===== src/rtl/port_pkg.sv =====
// Constants and types shared by the port pin logic
package port_pkg;

	// ----------------------------------------
	// Widths and reset values
	// ----------------------------------------
	localparam int          PORT_WIDTH     = 8;
	localparam int          PORT_COUNT     = 4;
	localparam logic [7:0]  DIR_RESET      = 8'h00;
	localparam logic [7:0]  LATCH_RESET    = 8'h00;
	localparam logic [7:0]  READ_RESET     = 8'h00;

	// ----------------------------------------
	// Access kinds on the data register
	// ----------------------------------------
	typedef enum logic [1:0] {
		ACC_NONE,
		ACC_WRITE,
		ACC_RMW
	} access_t;

	// ----------------------------------------
	// Operating modes
	// ----------------------------------------
	typedef enum logic {
		MODE_SINGLE_CHIP,
		MODE_EXT_BUS
	} chip_mode_t;

endpackage : port_pkg


===== src/rtl/port_alt_if.sv =====
// Carrier for the pin ownership decision between the core and the mux
interface port_alt_if #(
	parameter int W = 8
);
	logic [W-1:0] gpio_owns;
	logic [W-1:0] core_oe;
	logic [W-1:0] core_out;
	logic [W-1:0] pad_oe;
	logic [W-1:0] pad_out;

	modport core (output gpio_owns, output core_oe, output core_out, input pad_oe, input pad_out);
	modport mux  (input gpio_owns, input core_oe, input core_out, output pad_oe, output pad_out);
endinterface : port_alt_if


===== src/rtl/port_alt_mux.sv =====
// Chooses between plain port drive and alternate-function drive per pin
module port_alt_mux #(
	parameter int W = 8
) (
	port_alt_if.mux         pins,    // Core side
	input  wire logic [W-1:0] alt_oe,  // Alternate function drives, high
	input  wire logic [W-1:0] alt_out  // Alternate function output value
);
	// ----------------------------------------
	// Per-pin selection
	// ----------------------------------------
	for (genvar i = 0; i < W; i++) begin : g_pin
		always_comb begin
			if (pins.gpio_owns[i]) begin
				pins.pad_oe[i]  = pins.core_oe[i];
				pins.pad_out[i] = pins.core_out[i];
			end else begin
				pins.pad_oe[i]  = alt_oe[i];
				pins.pad_out[i] = alt_out[i];
			end
		end
	end
endmodule : port_alt_mux


===== src/rtl/port_pins.sv =====
// One bidirectional general-purpose port: direction, latch, pin read and alternate use
module port_pins
#(
	parameter int          W        = port_pkg::PORT_WIDTH,
	parameter int unsigned PORT_NUM = 0
) (
	input  wire logic                    ref_clk,     // System clock
	input  wire logic                    resetn,      // Asynchronous reset, low
	input  wire port_pkg::chip_mode_t    chip_mode,   // Operating mode
	input  wire logic                    dir_we,      // Direction register write strobe
	input  wire logic [W-1:0]            dir_wdata,   // Direction write data
	input  wire port_pkg::access_t       data_acc,    // Data register access kind
	input  wire logic [W-1:0]            data_wdata,  // Write data or modify value
	input  wire logic [W-1:0]            data_wmask,  // Bits targeted by modify
	input  wire logic                    data_re,     // Data register read strobe
	input  wire logic [W-1:0]            pin_in,      // Pin levels
	input  wire logic [W-1:0]            alt_oe,      // Alternate function enable
	input  wire logic [W-1:0]            alt_out,     // Alternate function value
	output logic      [W-1:0]            pin_out,     // Pin output value
	output logic      [W-1:0]            pin_oe_n,    // Output enable, low drives
	output logic      [W-1:0]            dir,         // Direction register
	output logic      [W-1:0]            pin_value_register // Read data
);
	import port_pkg::*;

	// ----------------------------------------
	// State
	// ----------------------------------------
	logic [W-1:0] latch;
	logic [W-1:0] next_latch;
	logic [W-1:0] next_dir;
	logic [W-1:0] next_rd;
	logic [W-1:0] next_pin_out;
	logic [W-1:0] next_oe_n;
	logic         gpio_mode;

	// ----------------------------------------
	// Decoding
	// ----------------------------------------
	// What software sees per bit: latch when output, pin level when input
	function automatic logic [W-1:0] seen_value(
		input logic [W-1:0] dir_bits,    // Direction bits
		input logic [W-1:0] latch_bits,  // Output latch
		input logic [W-1:0] pin_bits     // Pin levels
	);
		seen_value = (dir_bits & latch_bits) | (~dir_bits & pin_bits);
	endfunction : seen_value

	// ----------------------------------------
	// Pin ownership
	// ----------------------------------------
	// Alternate function takes any pin whose alt_oe bit is high
	port_alt_if #(.W(W)) alt_bus ();


	// Ports above three ignore chip_mode; there, or in single-chip mode, a pin stays plain I/O unless its alt_oe bit is high
	assign gpio_mode = (PORT_NUM > 3) || (chip_mode == MODE_SINGLE_CHIP);
	assign alt_bus.gpio_owns = gpio_mode ? ~alt_oe : {W{1'b0}};
	assign alt_bus.core_oe   = dir;
	assign alt_bus.core_out  = latch;

	port_alt_mux #(.W(W)) i_port_alt_mux (
		.pins    (alt_bus.mux),
		.alt_oe  (alt_oe),
		.alt_out (alt_out)
	);

	// ----------------------------------------
	// Next values
	// ----------------------------------------
	// No guard against raising direction over a stale latch
	always_comb begin
		next_dir = dir_we ? dir_wdata : dir;
		next_latch = latch;
		unique case (data_acc)
			ACC_WRITE: next_latch = data_wdata;
			ACC_RMW:   next_latch = (data_wmask & data_wdata)
				| (~data_wmask & seen_value(dir, latch, pin_in));
			default:   next_latch = latch;
		endcase
		// Output pins read back the driven latch, inputs the pin
		next_rd = data_re ? seen_value(dir, latch, pin_in) : pin_value_register;
		next_pin_out = alt_bus.pad_out;
		next_oe_n = ~alt_bus.pad_oe;
	end

	// ----------------------------------------
	// Registers
	// ----------------------------------------
	always_ff @(posedge ref_clk or negedge resetn) begin
		if (!resetn) begin
			dir                <= W'(DIR_RESET);
			latch              <= W'(LATCH_RESET);
			pin_value_register <= W'(READ_RESET);
			pin_out            <= W'(LATCH_RESET);
			pin_oe_n           <= ~W'(DIR_RESET);
		end else begin
			dir                <= next_dir;
			latch              <= next_latch;
			pin_value_register <= next_rd;
			pin_out            <= next_pin_out;
			pin_oe_n           <= next_oe_n;
		end
	end

	// ----------------------------------------
	// Checks
	// ----------------------------------------
	// Bit 0 spot checks, plus whole-word checks of the write latch and the bus-mode enables
	a_input_undriven: assert property (@(posedge ref_clk) disable iff (!resetn)
		(gpio_mode && !alt_oe[0] && !dir[0]) |=> pin_oe_n[0])
		else $error("input pin driven");
	a_output_drives: assert property (@(posedge ref_clk) disable iff (!resetn)
		(gpio_mode && !alt_oe[0] && dir[0]) |=> (!pin_oe_n[0] && pin_out[0] == $past(latch[0])))
		else $error("output pin not driving latch");
	a_write_latch: assert property (@(posedge ref_clk) disable iff (!resetn)
		(data_acc == ACC_WRITE) |=> (latch == $past(data_wdata)))
		else $error("write not latched");
	a_read_output: assert property (@(posedge ref_clk) disable iff (!resetn)
		(data_re && dir[0]) |=> (pin_value_register[0] == $past(latch[0])))
		else $error("output read wrong");
	a_read_input: assert property (@(posedge ref_clk) disable iff (!resetn)
		(data_re && !dir[0]) |=> (pin_value_register[0] == $past(pin_in[0])))
		else $error("input read wrong");
	a_rmw_input: assert property (@(posedge ref_clk) disable iff (!resetn)
		(data_acc == ACC_RMW && !data_wmask[0] && !dir[0]) |=> (latch[0] == $past(pin_in[0])))
		else $error("rmw input bit not loaded");
	a_rmw_output: assert property (@(posedge ref_clk) disable iff (!resetn)
		(data_acc == ACC_RMW && !data_wmask[0] && dir[0]) |=> $stable(latch[0]))
		else $error("rmw output bit changed");
	a_input_write: assert property (@(posedge ref_clk) disable iff (!resetn)
		(data_acc == ACC_WRITE && !dir[0] && !dir_we && gpio_mode && !alt_oe[0])
			##1 (gpio_mode && !alt_oe[0]) |=> pin_oe_n[0])
		else $error("write drove input pin");
	a_ext_mode: assert property (@(posedge ref_clk) disable iff (!resetn)
		(PORT_NUM <= 3 && chip_mode == MODE_EXT_BUS) |=> (pin_oe_n == ~$past(alt_oe)))
		else $error("gpio drove pin in bus mode");

	// Direction write, holding, mode and reset
	a_dir_write: assert property (@(posedge ref_clk) disable iff (!resetn)
		dir_we |=> (dir == $past(dir_wdata)))
		else $error("direction write lost");

	a_reset_dir: assert property (@(posedge ref_clk)
		$rose(resetn) |-> (dir == W'(DIR_RESET) && pin_oe_n == ~W'(DIR_RESET)))
		else $error("pins not inputs after reset");

	a_rd_hold: assert property (@(posedge ref_clk) disable iff (!resetn)
		!data_re |=> $stable(pin_value_register))
		else $error("read data changed without read");

	a_latch_hold: assert property (@(posedge ref_clk) disable iff (!resetn)
		(data_acc == ACC_NONE) |=> $stable(latch))
		else $error("latch changed without access");

	a_ext_value: assert property (@(posedge ref_clk) disable iff (!resetn)
		(PORT_NUM <= 3 && chip_mode == MODE_EXT_BUS) |=> (pin_out == $past(alt_out)))
		else $error("bus mode pin value not alternate");

	// ----------------------------------------
	// Per-bit checks
	// ----------------------------------------
	// Every bit, not only bit 0
	for (genvar b = 0; b < W; b++) begin : g_bit_check
		// Drive, ownership and direction write
		a_bit_undriven: assert property (@(posedge ref_clk) disable iff (!resetn)
			(gpio_mode && !alt_oe[b] && !dir[b]) |=> pin_oe_n[b])
			else $error("input bit driven");

		a_bit_drives: assert property (@(posedge ref_clk) disable iff (!resetn)
			(gpio_mode && !alt_oe[b] && dir[b]) |=> (!pin_oe_n[b] && pin_out[b] == $past(latch[b])))
			else $error("output bit not driving latch");

		a_bit_alt_wins: assert property (@(posedge ref_clk) disable iff (!resetn)
			alt_oe[b] |=> (!pin_oe_n[b] && pin_out[b] == $past(alt_out[b])))
			else $error("alternate function not driving");

		a_bit_bus_mode: assert property (@(posedge ref_clk) disable iff (!resetn)
			(PORT_NUM <= 3 && chip_mode == MODE_EXT_BUS && !alt_oe[b]) |=> pin_oe_n[b])
			else $error("gpio bit driven in bus mode");

		a_bit_dir_write: assert property (@(posedge ref_clk) disable iff (!resetn)
			dir_we |=> (dir[b] == $past(dir_wdata[b])))
			else $error("direction bit write lost");

		// Latch updates
		a_bit_rmw_target: assert property (@(posedge ref_clk) disable iff (!resetn)
			(data_acc == ACC_RMW && data_wmask[b]) |=> (latch[b] == $past(data_wdata[b])))
			else $error("rmw target bit wrong");

		a_bit_rmw_keep: assert property (@(posedge ref_clk) disable iff (!resetn)
			(data_acc == ACC_RMW && !data_wmask[b] && dir[b]) |=> $stable(latch[b]))
			else $error("rmw output bit changed");

		a_bit_rmw_load: assert property (@(posedge ref_clk) disable iff (!resetn)
			(data_acc == ACC_RMW && !data_wmask[b] && !dir[b]) |=> (latch[b] == $past(pin_in[b])))
			else $error("rmw input bit not loaded");

		a_bit_input_latch: assert property (@(posedge ref_clk) disable iff (!resetn)
			(data_acc == ACC_WRITE && !dir[b]) |=> (latch[b] == $past(data_wdata[b])))
			else $error("input bit latch not written");

		// Read-back
		a_bit_read_out: assert property (@(posedge ref_clk) disable iff (!resetn)
			(data_re && dir[b]) |=> (pin_value_register[b] == $past(latch[b])))
			else $error("output bit read wrong");

		a_bit_read_in: assert property (@(posedge ref_clk) disable iff (!resetn)
			(data_re && !dir[b]) |=> (pin_value_register[b] == $past(pin_in[b])))
			else $error("input bit read wrong");
	end
endmodule : port_pins


===== config.mk =====
export PLATFORM = sky130hd
export DESIGN_NAME = port_pins
export DESIGN_NICKNAME = d
export VERILOG_FILES = /design/src/rtl/port_pkg.sv /design/src/rtl/port_alt_if.sv /design/src/rtl/port_alt_mux.sv /design/src/rtl/port_pins.sv
export SDC_FILE = /design/constraint.sdc
export NUM_CORES = 1
export LEC_CHECK = 0
export BUFFER_PORTS_ARGS = -buffer_cell sky130_fd_sc_hd__clkbuf_2
export CORE_ASPECT_RATIO = 1.1
export CORE_MARGIN = 3
export CORE_UTILIZATION = 43
export CTS_CLUSTER_SIZE = 10
export DETAILED_ROUTE_END_ITERATION = 7
export HOLD_SLACK_MARGIN = 0.02
export PLACE_DENSITY_LB_ADDON = 0.1
export SETUP_SLACK_MARGIN = 0.15
export SLEW_MARGIN = 20
export SYNTH_ARGS = -nofsm -noshare
export SYNTH_HDL_FRONTEND = slang
export SYNTH_SLANG_ARGS = --single-unit

===== constraint.sdc =====
create_clock -name ref_clk -period 2.73 [get_ports ref_clk]
set_input_delay 0.273 -clock ref_clk [delete_from_list [all_inputs] [get_ports ref_clk]]
set_output_delay 0.273 -clock ref_clk [all_outputs]
set_load 0.02 [all_outputs]

==> impl_metrics.toml, run 1 <==
[status]
status = "completed"

[place]
dpl_worst_slack_ns = 1.37
port-buffer-count = 86
dp_hpwl_microns = 3080
globalplace.congestion = 0.748
dpl.cell_count = 283

[floorplanning]
die_area_sq_um = 4860
core_area_sq_um = 3770
die_w_microns = 66.8
fp-row-count = 23
io_pins = 87
start_util_pct = 46.3
die_h_microns = 72.8

[layout]
fin_cells = 291
multi_input_area_sq_um = 663
fin_nets = 296
layout-drive-gt1-share_pct = 52.3
area_delta_synth_final_pct = 31.5
nFillCells = 337
ff_latch_area_sq_um = 1010
antenna_cells = 0

[grt]
grt_use_met2_pct = 25.8
groute.layer.met1.usage_pct = 23.4
gr-max-usage-layer = "met2"
grt_util_all_layers_pct = 17.2
grt_pass1_wl_microns = 6200
grt_overflow = 0
use_met3_pct = 4.31
grt_pass1_vias = 1357
grt_max_degree = 41
antenna_found_initial = 0

[sta]
fin_worst_skew_ns = 0.00260
finalHoldViolations = 0
slew_headroom_pct = 37.0
fmax_ghz = 0.801
whs_ns = 0.114
slew_violations = 0
setup_ws_ns = 1.48
min_period_ns = 1.25
grt_setup_unrepaired = "false"
tightestPinTransition_ns = 0.945
setup_viol = 0
final.period_utilization_pct = 45.7
fin_tns_setup_ns = 0

[logic_synthesis]
ys_warn_count = 0
yosysSeqAreaShare_pct = 57.9
syn_inst = 153
synthAdderAreaFrac_pct = 0.716
synth_xor_area_share_pct = 0
syn_nets = 209
netlist_area_sq_um = 1750
syn_area_per_cell_sq_um = 11.4
synth_compound_area_share_pct = 17.8
ys_ff_latch = 40
synth_top_family_by_area = "compound AO/OA/AOI/OAI gates"
synth-simple-area-share_pct = 9.74
ys_types = 15
muxShareOfSynthArea_pct = 9.74

[drt]
drc = 0
vias_per_cell = 4.91
vias = 1430
wire_per_inst_microns = 13.3
drt_iter0_markers = 67
antenna_left = 0
dr.pass1.iters = 4
drt_wl_total_microns = 3870

[clocking]
cts_num_sinks = 40
root_buffer = "clkbuf_8"
insertion_delay_ns = 0.29
numCtsBuffers = 5
h-tree-depth = 2
post-cts-setup-buffers = 0
cts_buffer_depth = 2
cts_resized = 0
cts_tree = "done"
hold_buffers = 0
clk_transition_reported_paths_ns = 0.07

[power]
p_clk_share_pct = 27.9
peakVddDrop_uv = 296
switching_power_mw = 0.415
power_mw = 1.41
pwr_density_cell_nw_per_um2 = 614
seqPwrFrac_pct = 50.5
combPwrFrac_pct = 21.5
internal_power_mw = 0.997
p_leak_nw = 1.16
p_sw_share_pct = 29.4

[hold_path]
min_path_type = "input port to asynchronous set/reset pin"

[worst_setup_path]
cp-end-kind = "output port"
cp_max_fo = 1
arrival_ns = 0.98
required_ns = 2.46
crit_chain = "clkbuf_2"
critPathBufInv = 1
critical_path_class = "flop to output port"
slowest_delay_ns = 0.52
start_kind = "flop"
path_delay_family = "flip-flops"
critPathSlowestCell = "dfstp_2"

[run]
max-cap-violations = 0
==> worst reg2reg max path, delay by kind of cell (launching register included) <==
family | cells | cell delay, ns
mux | 1 | 0.17
compound gates | 1 | 0.10
simple gates | 1 | 0.25
flops | 1 | 0.44
==> final timing paths <==
kind,from,endpoint,slack (ns),depth (start not counted)
max,pin_oe_n[6],pin_oe_n[6],1.48,1
min,resetn,pin_out[2],0.11,1
max reg2reg,dir[7],alt_bus.core_out[7],1.63,3
min reg2reg,dir[3],pin_oe_n[3],0.51,1
max in group asynchronous,resetn,alt_bus.core_out[6],2.03,1
min in group ref_clk,alt_oe[6],pin_oe_n[6],0.12,2
==> cells in the final DEF, fill, tap and decap left out <==
master / n
clkbuf_2: 86
o21ai_0: 8
o31ai_1: 8
clkinv_2: 2
ha_1: 1
dfstp_2: 8
o22ai_1: 8
a21oi_1: 32
clkbuf_8: 6
nor2_1: 8
mux2_2: 8
dfrtp_1: 32
mux2i_1: 8
and2b_2: 16
inv_1: 10
==> power groups by stage <==
stage | Sequential (mW) | Clock [mW] | Combinational [mW]
3_3_place_gp | 0.724 | 0 | 0.307
5_1_grt | 0.723 | 0.432 | 0.339
3_5_place_dp | 0.724 | 0 | 0.309
4_1_cts | 0.713 | 0.405 | 0.310
2_1_floorplan | 0.781 | 0 | 0.121
6_report | 0.713 | 0.394 | 0.304
==> kinds of logic after synthesis <==
group / after synthesis
adder cells (fa/ha/maj): 1
flip-flops: 40
multiplexers: 16
buffers and inverters: 16
AO/OA/AOI/OAI: 56
AND/OR/NAND/NOR: 24
==> registers in the layout (all words and copies together) (netlist names) <==
| signal | count |
|---|---|
| alt_bus.core_out | 8 |
| dir | 8 |
| pin_oe_n | 8 |
| pin_out | 8 |
| pin_value_register | 8 |
==> cell type report <==
cell class / instances / share of cell area (%)
timing repair buffer: 86 / 18.7
clock buffer: 6 / 3.59
tap: 50 / 2.72
sequential: 40 / 44.0
inverter: 10 / 1.63
multi-input combinational: 97 / 28.9
clock inverter: 2 / 0.436
==> Yosys cell counts <==
| master | count | area share [%] |
|---|---|---|
| buf_2 | 2 | 0.57 |
| inv_1 | 10 | 2.1 |
| o31ai_1 | 8 | 3.4 |
| o22ai_1 | 8 | 2.9 |
| dfstp_2 | 8 | 12 |
| and2b_2 | 16 | 8.0 |
| clkbuf_2 | 2 | 0.57 |
| buf_4 | 2 | 0.86 |
| mux2i_1 | 8 | 4.6 |
| ha_1 | 1 | 0.72 |
| dfrtp_1 | 32 | 46 |
| nor2_1 | 8 | 1.7 |
| o21ai_0 | 8 | 2.3 |
| mux2_2 | 8 | 5.2 |
| a21oi_1 | 32 | 9.2 |
==> per-stage QoR <==
| stage | cell area, sq um | utilization [%] |
|---|---|---|
| 3_5_place_dp | 2200 | 58.5 |
| 2_1_floorplan | 1750 | - |
| 6_report | 2300 | 60.9 |
| 3_3_place_gp | 2200 | 58.5 |
| 4_1_cts | 2300 | 60.9 |
| 5_1_grt | 2300 | 60.9 |
==> per-layer routing <==
metal / up-vias / routed length [microns]
li1: 714 / -
met5: - / 0
met1: 652 / 1760
met4: 0 / 72
met2: 57 / 1710
met3: 7 / 327
Note: power is estimated with default switching activity, not from simulation.
==> inputs of run 2 (changes only) <==
Settings changed: ABC_AREA set to 1, CORE_UTILIZATION 43 to 41.
Clock period 2.73 ns to 1.1 ns, I/O delays scaled along.
==> run 2 against run 1 <==
Sequential power rose to 2.5 times the previous value. Critical path type unchanged. Largest cell class unchanged. Flip-flop and latch count is the same. Synthesized cell count up 43%. Utilization rose by 10 points. Clock skew grew 0.0023 ns. Register-to-register slack got worse by 1.5 ns. Hold slack worse by 0.094 ns. Wire length rose by 29%. Combinational power rose to 3.5 times the previous value. Area after synthesis up 5.6%. Critical endpoint is now pin_oe_n[4]. Critical path depth unchanged. Power grew to 2.7 times the previous value.
==> impl_metrics.toml, run 2 <==
[clocking]
cts_tree = "done"
numCtsBuffers = 5
insertion_delay_ns = 0.29
h-tree-depth = 2
cts_buffer_depth = 2
cts_num_sinks = 40
clk_transition_reported_paths_ns = 0.08
root_buffer = "clkbuf_8"

[sta]
tightestPinTransition_ns = 0.362
grt_setup_unrepaired = "true"
setup_viol = 0
slew_headroom_pct = 75.8
min_period_ns = 1.05
final.period_utilization_pct = 95.7
fin_worst_skew_ns = 0.00493
finalHoldViolations = 0
slew_violations = 0
fmax_ghz = 0.950
setup_ws_ns = 0.0478

[logic_synthesis]
synth-simple-area-share_pct = 21.3
async_reset_ff_share_pct = 100
ys_types = 17
ys_ff_latch = 40
synth_edf_count = 0
synth_area_leaders = "dfrtp_1 43%, nand2_1 13%, dfstp_2 11%"
synth_xor_area_share_pct = 0
ys_top_cells_by_count = "64 x nand2_1, 33 x inv_1, 32 x dfrtp_1, 15 x nor2_1, 14 x a21oi_1"
synth_compound_area_share_pct = 11.8
synth_top_family_by_area = "simple AND/OR/NAND/NOR gates"
syn_area_per_cell_sq_um = 8.42
syn_inst = 219
netlist_area_sq_um = 1840
yosysMostFrequentCell = "nand2_1"
ys_warn_count = 0
synth_flop_cell = "dfrtp_1"
syn_nets = 275
muxShareOfSynthArea_pct = 0
synth_top_area_cell = "dfrtp_1"
yosysSeqAreaShare_pct = 54.8
synthAdderAreaFrac_pct = 0.678
synth_top_area_share_pct = 43.4

[worst_setup_path]
arrival_ns = 0.94
path_delay_family = "flip-flops"
critical_path_class = "flop to output port"
required_ns = 0.99
critPathBufInv = 1
start_kind = "flop"
critPathSlowestCell = "dfstp_2"
crit_chain = "buf_8"
cp-end-kind = "output port"
slowest_delay_ns = 0.55
cp_max_fo = 1

[hold_path]
min_path_type = "input port to flop"

[layout]
fin_nets = 387
antenna_cells = 0
area_delta_synth_final_pct = 59.4
nFillCells = 335
layout-drive-gt1-share_pct = 47.0
final_common_cell = "clkbuf_2"
ff_latch_area_sq_um = 1010
multi_input_area_sq_um = 703
layout_common_cells = "58 x clkbuf_2, 49 x nand2_1, 32 x dfrtp_1"
fin_cells = 384
finish.instance_area_sq_um = 2940

[floorplanning]
core_area_sq_um = 4140
start_util_pct = 44.5
die_w_microns = 69.9
die_h_microns = 76.3
io_pins = 87
fp-row-count = 24
die_area_sq_um = 5340

[place]
dpl_worst_slack_ns = -0.0809
port-buffer-count = 86
dp_hpwl_microns = 3390
globalplace.congestion = 0.834
dpl.cell_count = 351
post_dp_cell_area_sq_um = 2300

[power]
internal_power_mw = 2.69
p_clk_share_pct = 26.2
p_leak_nw = 1.57
switching_power_mw = 1.18
seqPwrFrac_pct = 46.5
p_sw_share_pct = 30.4
combPwrFrac_pct = 27.3
pwr_density_cell_nw_per_um2 = 1320
peakVddDrop_uv = 762

[drt]
vias = 1779
drc = 0
drt_wl_total_microns = 5000
dr.pass1.iters = 4
antenna_left = 0
vias_per_cell = 4.63
wire_per_inst_microns = 13.0
drt_iter0_markers = 67

[status]
status = "completed"

[run]
max-cap-violations = 0

[grt]
antenna_found_initial = 0
grt_pass1_wl_microns = 8100
grt_pass1_vias = 1707
grt_overflow = 0
grt_max_degree = 31
grt_util_all_layers_pct = 19.0
## run 2: cell types whose count changed after synthesis, sizes merged, moves of 16 or more
cell and change:
inv +24, a21oi -16, and2b -16, nand2 +72
## run 2: worst paths after layout
| kind | from | to | slack [ns] | cells past startpoint |
|---|---|---|---|---|
| max reg2reg | dir[4] | alt_bus.core_out[4] | 0.18 | 5 |
| max | pin_oe_n[4] | pin_oe_n[4] | 0.05 | 1 |
| max in group asynchronous | resetn | pin_oe_n[3] | 0.31 | 3 |
| min in group asynchronous | resetn | pin_out[6] | 0.26 | 2 |
| min reg2reg | dir[2] | pin_oe_n[2] | 0.51 | 1 |
| min | alt_out[3] | pin_out[3] | 0.02 | 3 |
## run 2: cells by family (layout without fill, tap and decap cells)
kind of cell	Yosys count	count (layout)
AND/OR/NAND/NOR	96	96
buffers and inverters	42	155
AO/OA/AOI/OAI	40	40
flip-flops	40	40
adder cells (fa/ha/maj)	1	1
## run 2: metrics by stage
stage / total power, mW / TNS [ns] / hold WS (ns) / utilization [%]
3_5_place_dp: 2.54 / -0.469 / 0.0211 / 55.4
6_report: 3.86 / 0 / 0.0208 / 70.9
4_1_cts: 3.69 / 0 / 0.0202 / 65.2
2_1_floorplan: 2.22 / 0 / -0.186 / -
5_1_grt: 4.08 / 0 / 0.0302 / 70.9
3_3_place_gp: 2.52 / -0.167 / 0.0212 / 55.4
## run 2: power groups by stage
stage	logic [mW]	registers [mW]	clock network, mW
6_report	1.05	1.80	1.01
3_3_place_gp	0.727	1.80	0
5_1_grt	1.15	1.82	1.11
3_5_place_dp	0.740	1.80	0
2_1_floorplan	0.299	1.92	0
4_1_cts	0.894	1.76	1.04
## run 2: metal layers
metal | vias to the layer above | track usage [%] | wire length (microns)
met5 | - | 0 | 0
met3 | 2 | 5.15 | 259
met2 | 54 | 31.8 | 2530
met1 | 818 | 24.5 | 2190
met4 | 0 | 4.60 | 16
li1 | 905 | - | -
## run 2: area by class of cell
class	count	share of cell area, %
flip-flops and latches	40	34.4
repair buffers	113	31.9
multi-input cells	137	23.9
inverters	34	4.34
clock buffers	7	2.94
well taps	52	2.21
clock inverters	1	0.255
## run 2: timing repair
action,CTS,global route
hold endpoints to repair,39,0
gates resized for setup,23,95
gates cloned,0,0
pin swaps,0,17
hold buffers,14,0
endpoints found under the setup margin,22,38
setup buffers,9,2
==> inputs of run 3 (changes only) <==
Settings changed: SETUP_SLACK_MARGIN 0.15 to not set.
==> run 3 against run 2 <==
Maximum frequency down 1.9%. Global-route usage down 1.2 points. Register-to-register slack better by 0.04 ns. Power down 8.0%. Combinational power down 26%. Critical path depth unchanged. Critical path type unchanged. Critical endpoint is now pin_oe_n[1]. Largest cell class unchanged. Largest power group unchanged.
==> impl_metrics.toml, run 3 (same netlist as run 2, synthesis figures left out) <==
[drt]
antenna_left = 0
dr.pass1.iters = 4
vias = 1716
wire_per_inst_microns = 12.1
drt_wl_total_microns = 4510
drc = 0
vias_per_cell = 4.60
drt_iter0_markers = 85

[clocking]
post-cts-setup-buffers = 0
cts_tree = "done"
root_buffer = "clkbuf_8"
h-tree-depth = 2
numCtsBuffers = 5
clk_transition_reported_paths_ns = 0.08
cts_num_sinks = 40
cts_buffer_depth = 2
insertion_delay_ns = 0.29

[sta]
fin_worst_skew_ns = 0.00565
tightestPinTransition_ns = 0.527
setup_viol = 0
fmax_ghz = 0.932
slew_headroom_pct = 64.9
finalHoldViolations = 0
whs_ns = 0.0235
setup_ws_ns = 0.0269
fin_tns_setup_ns = 0
min_period_ns = 1.07
final.period_utilization_pct = 97.6
grt_setup_unrepaired = "false"
slew_violations = 0

[worst_setup_path]
cp-end-kind = "output port"
start_kind = "flop"
crit_chain = "buf_2"
critPathSlowestCell = "dfstp_2"
cp_max_fo = 1
cp.depth = 1
required_ns = 0.99
critical_path_class = "flop to output port"
critPathBufInv = 1
slowest_delay_ns = 0.52
arrival_ns = 0.96
reg2reg_slack_ns = 0.22
path_delay_family = "flip-flops"
rr_worst_depth = 5

[layout]
multi_input_area_sq_um = 623
ff_latch_area_sq_um = 1010
layout-drive-gt1-share_pct = 35.8
layout_common_cells = "79 x clkbuf_2, 64 x nand2_1, 33 x inv_1"
fin_cells = 373
final_common_cell = "clkbuf_2"
nFillCells = 378
fin_nets = 376
finish.instance_area_sq_um = 2540
utilization_pct = 61.2
area_delta_synth_final_pct = 37.5
antenna_cells = 0

[hold_path]
holdPathStages = 3
min_path_type = "input port to flop"

[floorplanning]
core_area_sq_um = 4140
io_pins = 87
fp-row-count = 24
die_h_microns = 76.3
die_area_sq_um = 5340
start_util_pct = 44.5
die_w_microns = 69.9

[grt]
grt_pass1_vias = 1610
grt_max_degree = 31
antenna_found_initial = 0
grt_pass1_wl_microns = 7600
grt_overflow = 0
grt_util_all_layers_pct = 17.8

[power]
peakVddDrop_uv = 671
power_mw = 3.56
p_sw_share_pct = 30.6
combPwrFrac_pct = 21.8
pwr_density_cell_nw_per_um2 = 1400
seqPwrFrac_pct = 49.8
switching_power_mw = 1.09
p_clk_share_pct = 28.5
internal_power_mw = 2.47
p_leak_nw = 1.43

[place]
post_dp_cell_area_sq_um = 2300
dp_hpwl_microns = 3390
port-buffer-count = 86
globalplace.congestion = 0.834
dpl_worst_slack_ns = -0.0809
dpl.cell_count = 351

[status]
status = "completed"

[run]
max-cap-violations = 0
run 3: cell count changes in the layout (fill, tap and decap cells not counted), moves of 4 or more:
cell      before  now
buf_2          0    5
buf_6         24    0
buf_8          8    0
clkbuf_2      58   79
clkbuf_8      10    6
inv_1         26   33
inv_2          8    1
nand2_1       49   64
nand2_2       22    8
nand3_1        1    8
nand3_2        7    0
run 3: what timing repair did:
| action | in CTS | in global routing |
|---|---|---|
| resized for setup | 0 | 9 |
| setup endpoints to repair | 0 | 7 |
| hold buffers | 14 | 0 |
| hold endpoints to repair | 39 | 0 |
run 3: metal layers:
| metal | global-route usage (%) | share of wire (%) | wire [microns] |
|---|---|---|---|
| met1 | 23.4 | 46 | 2050 |
| met2 | 28.9 | 48 | 2160 |
| met3 | 5.01 | 6.1 | 273 |
| met4 | 4.60 | 0.42 | 19 |
| met5 | 0 | 0 | 0 |
run 3: final timing paths:
| path | start | to |
|---|---|---|
| hold / removal | alt_out[3] | pin_out[3] |
| setup reg to reg | dir[0] | alt_bus.core_out[0] |
| setup / recovery | pin_oe_n[1] | pin_oe_n[1] |
| max in group asynchronous | resetn | pin_oe_n[3] |
| min in group asynchronous | resetn | pin_out[6] |
| hold reg to reg | dir[5] | pin_oe_n[5] |
run 3: power groups by stage:
| stage | clock [mW] | sequential [mW] | combinational (mW) |
|---|---|---|---|
| after floorplan | 0 | 1.92 | 0.299 |
| after global placement | 0 | 1.80 | 0.727 |
| after detailed placement | 0 | 1.80 | 0.740 |
| after CTS | 1.04 | 1.77 | 0.781 |
| after global routing | 1.11 | 1.80 | 0.868 |
| final | 1.01 | 1.77 | 0.774 |
run 3: cell type report:
| type | instances | share of cell area (%) |
|---|---|---|
| Inverter | 34 | 5.03 |
| Clock buffer | 7 | 3.40 |
| Timing Repair Buffer | 102 | 24.3 |
| Sequential cell | 40 | 39.9 |
| Tap cell | 52 | 2.57 |
| Multi-Input combinational cell | 137 | 24.6 |
| Clock inverter | 1 | 0.296 |
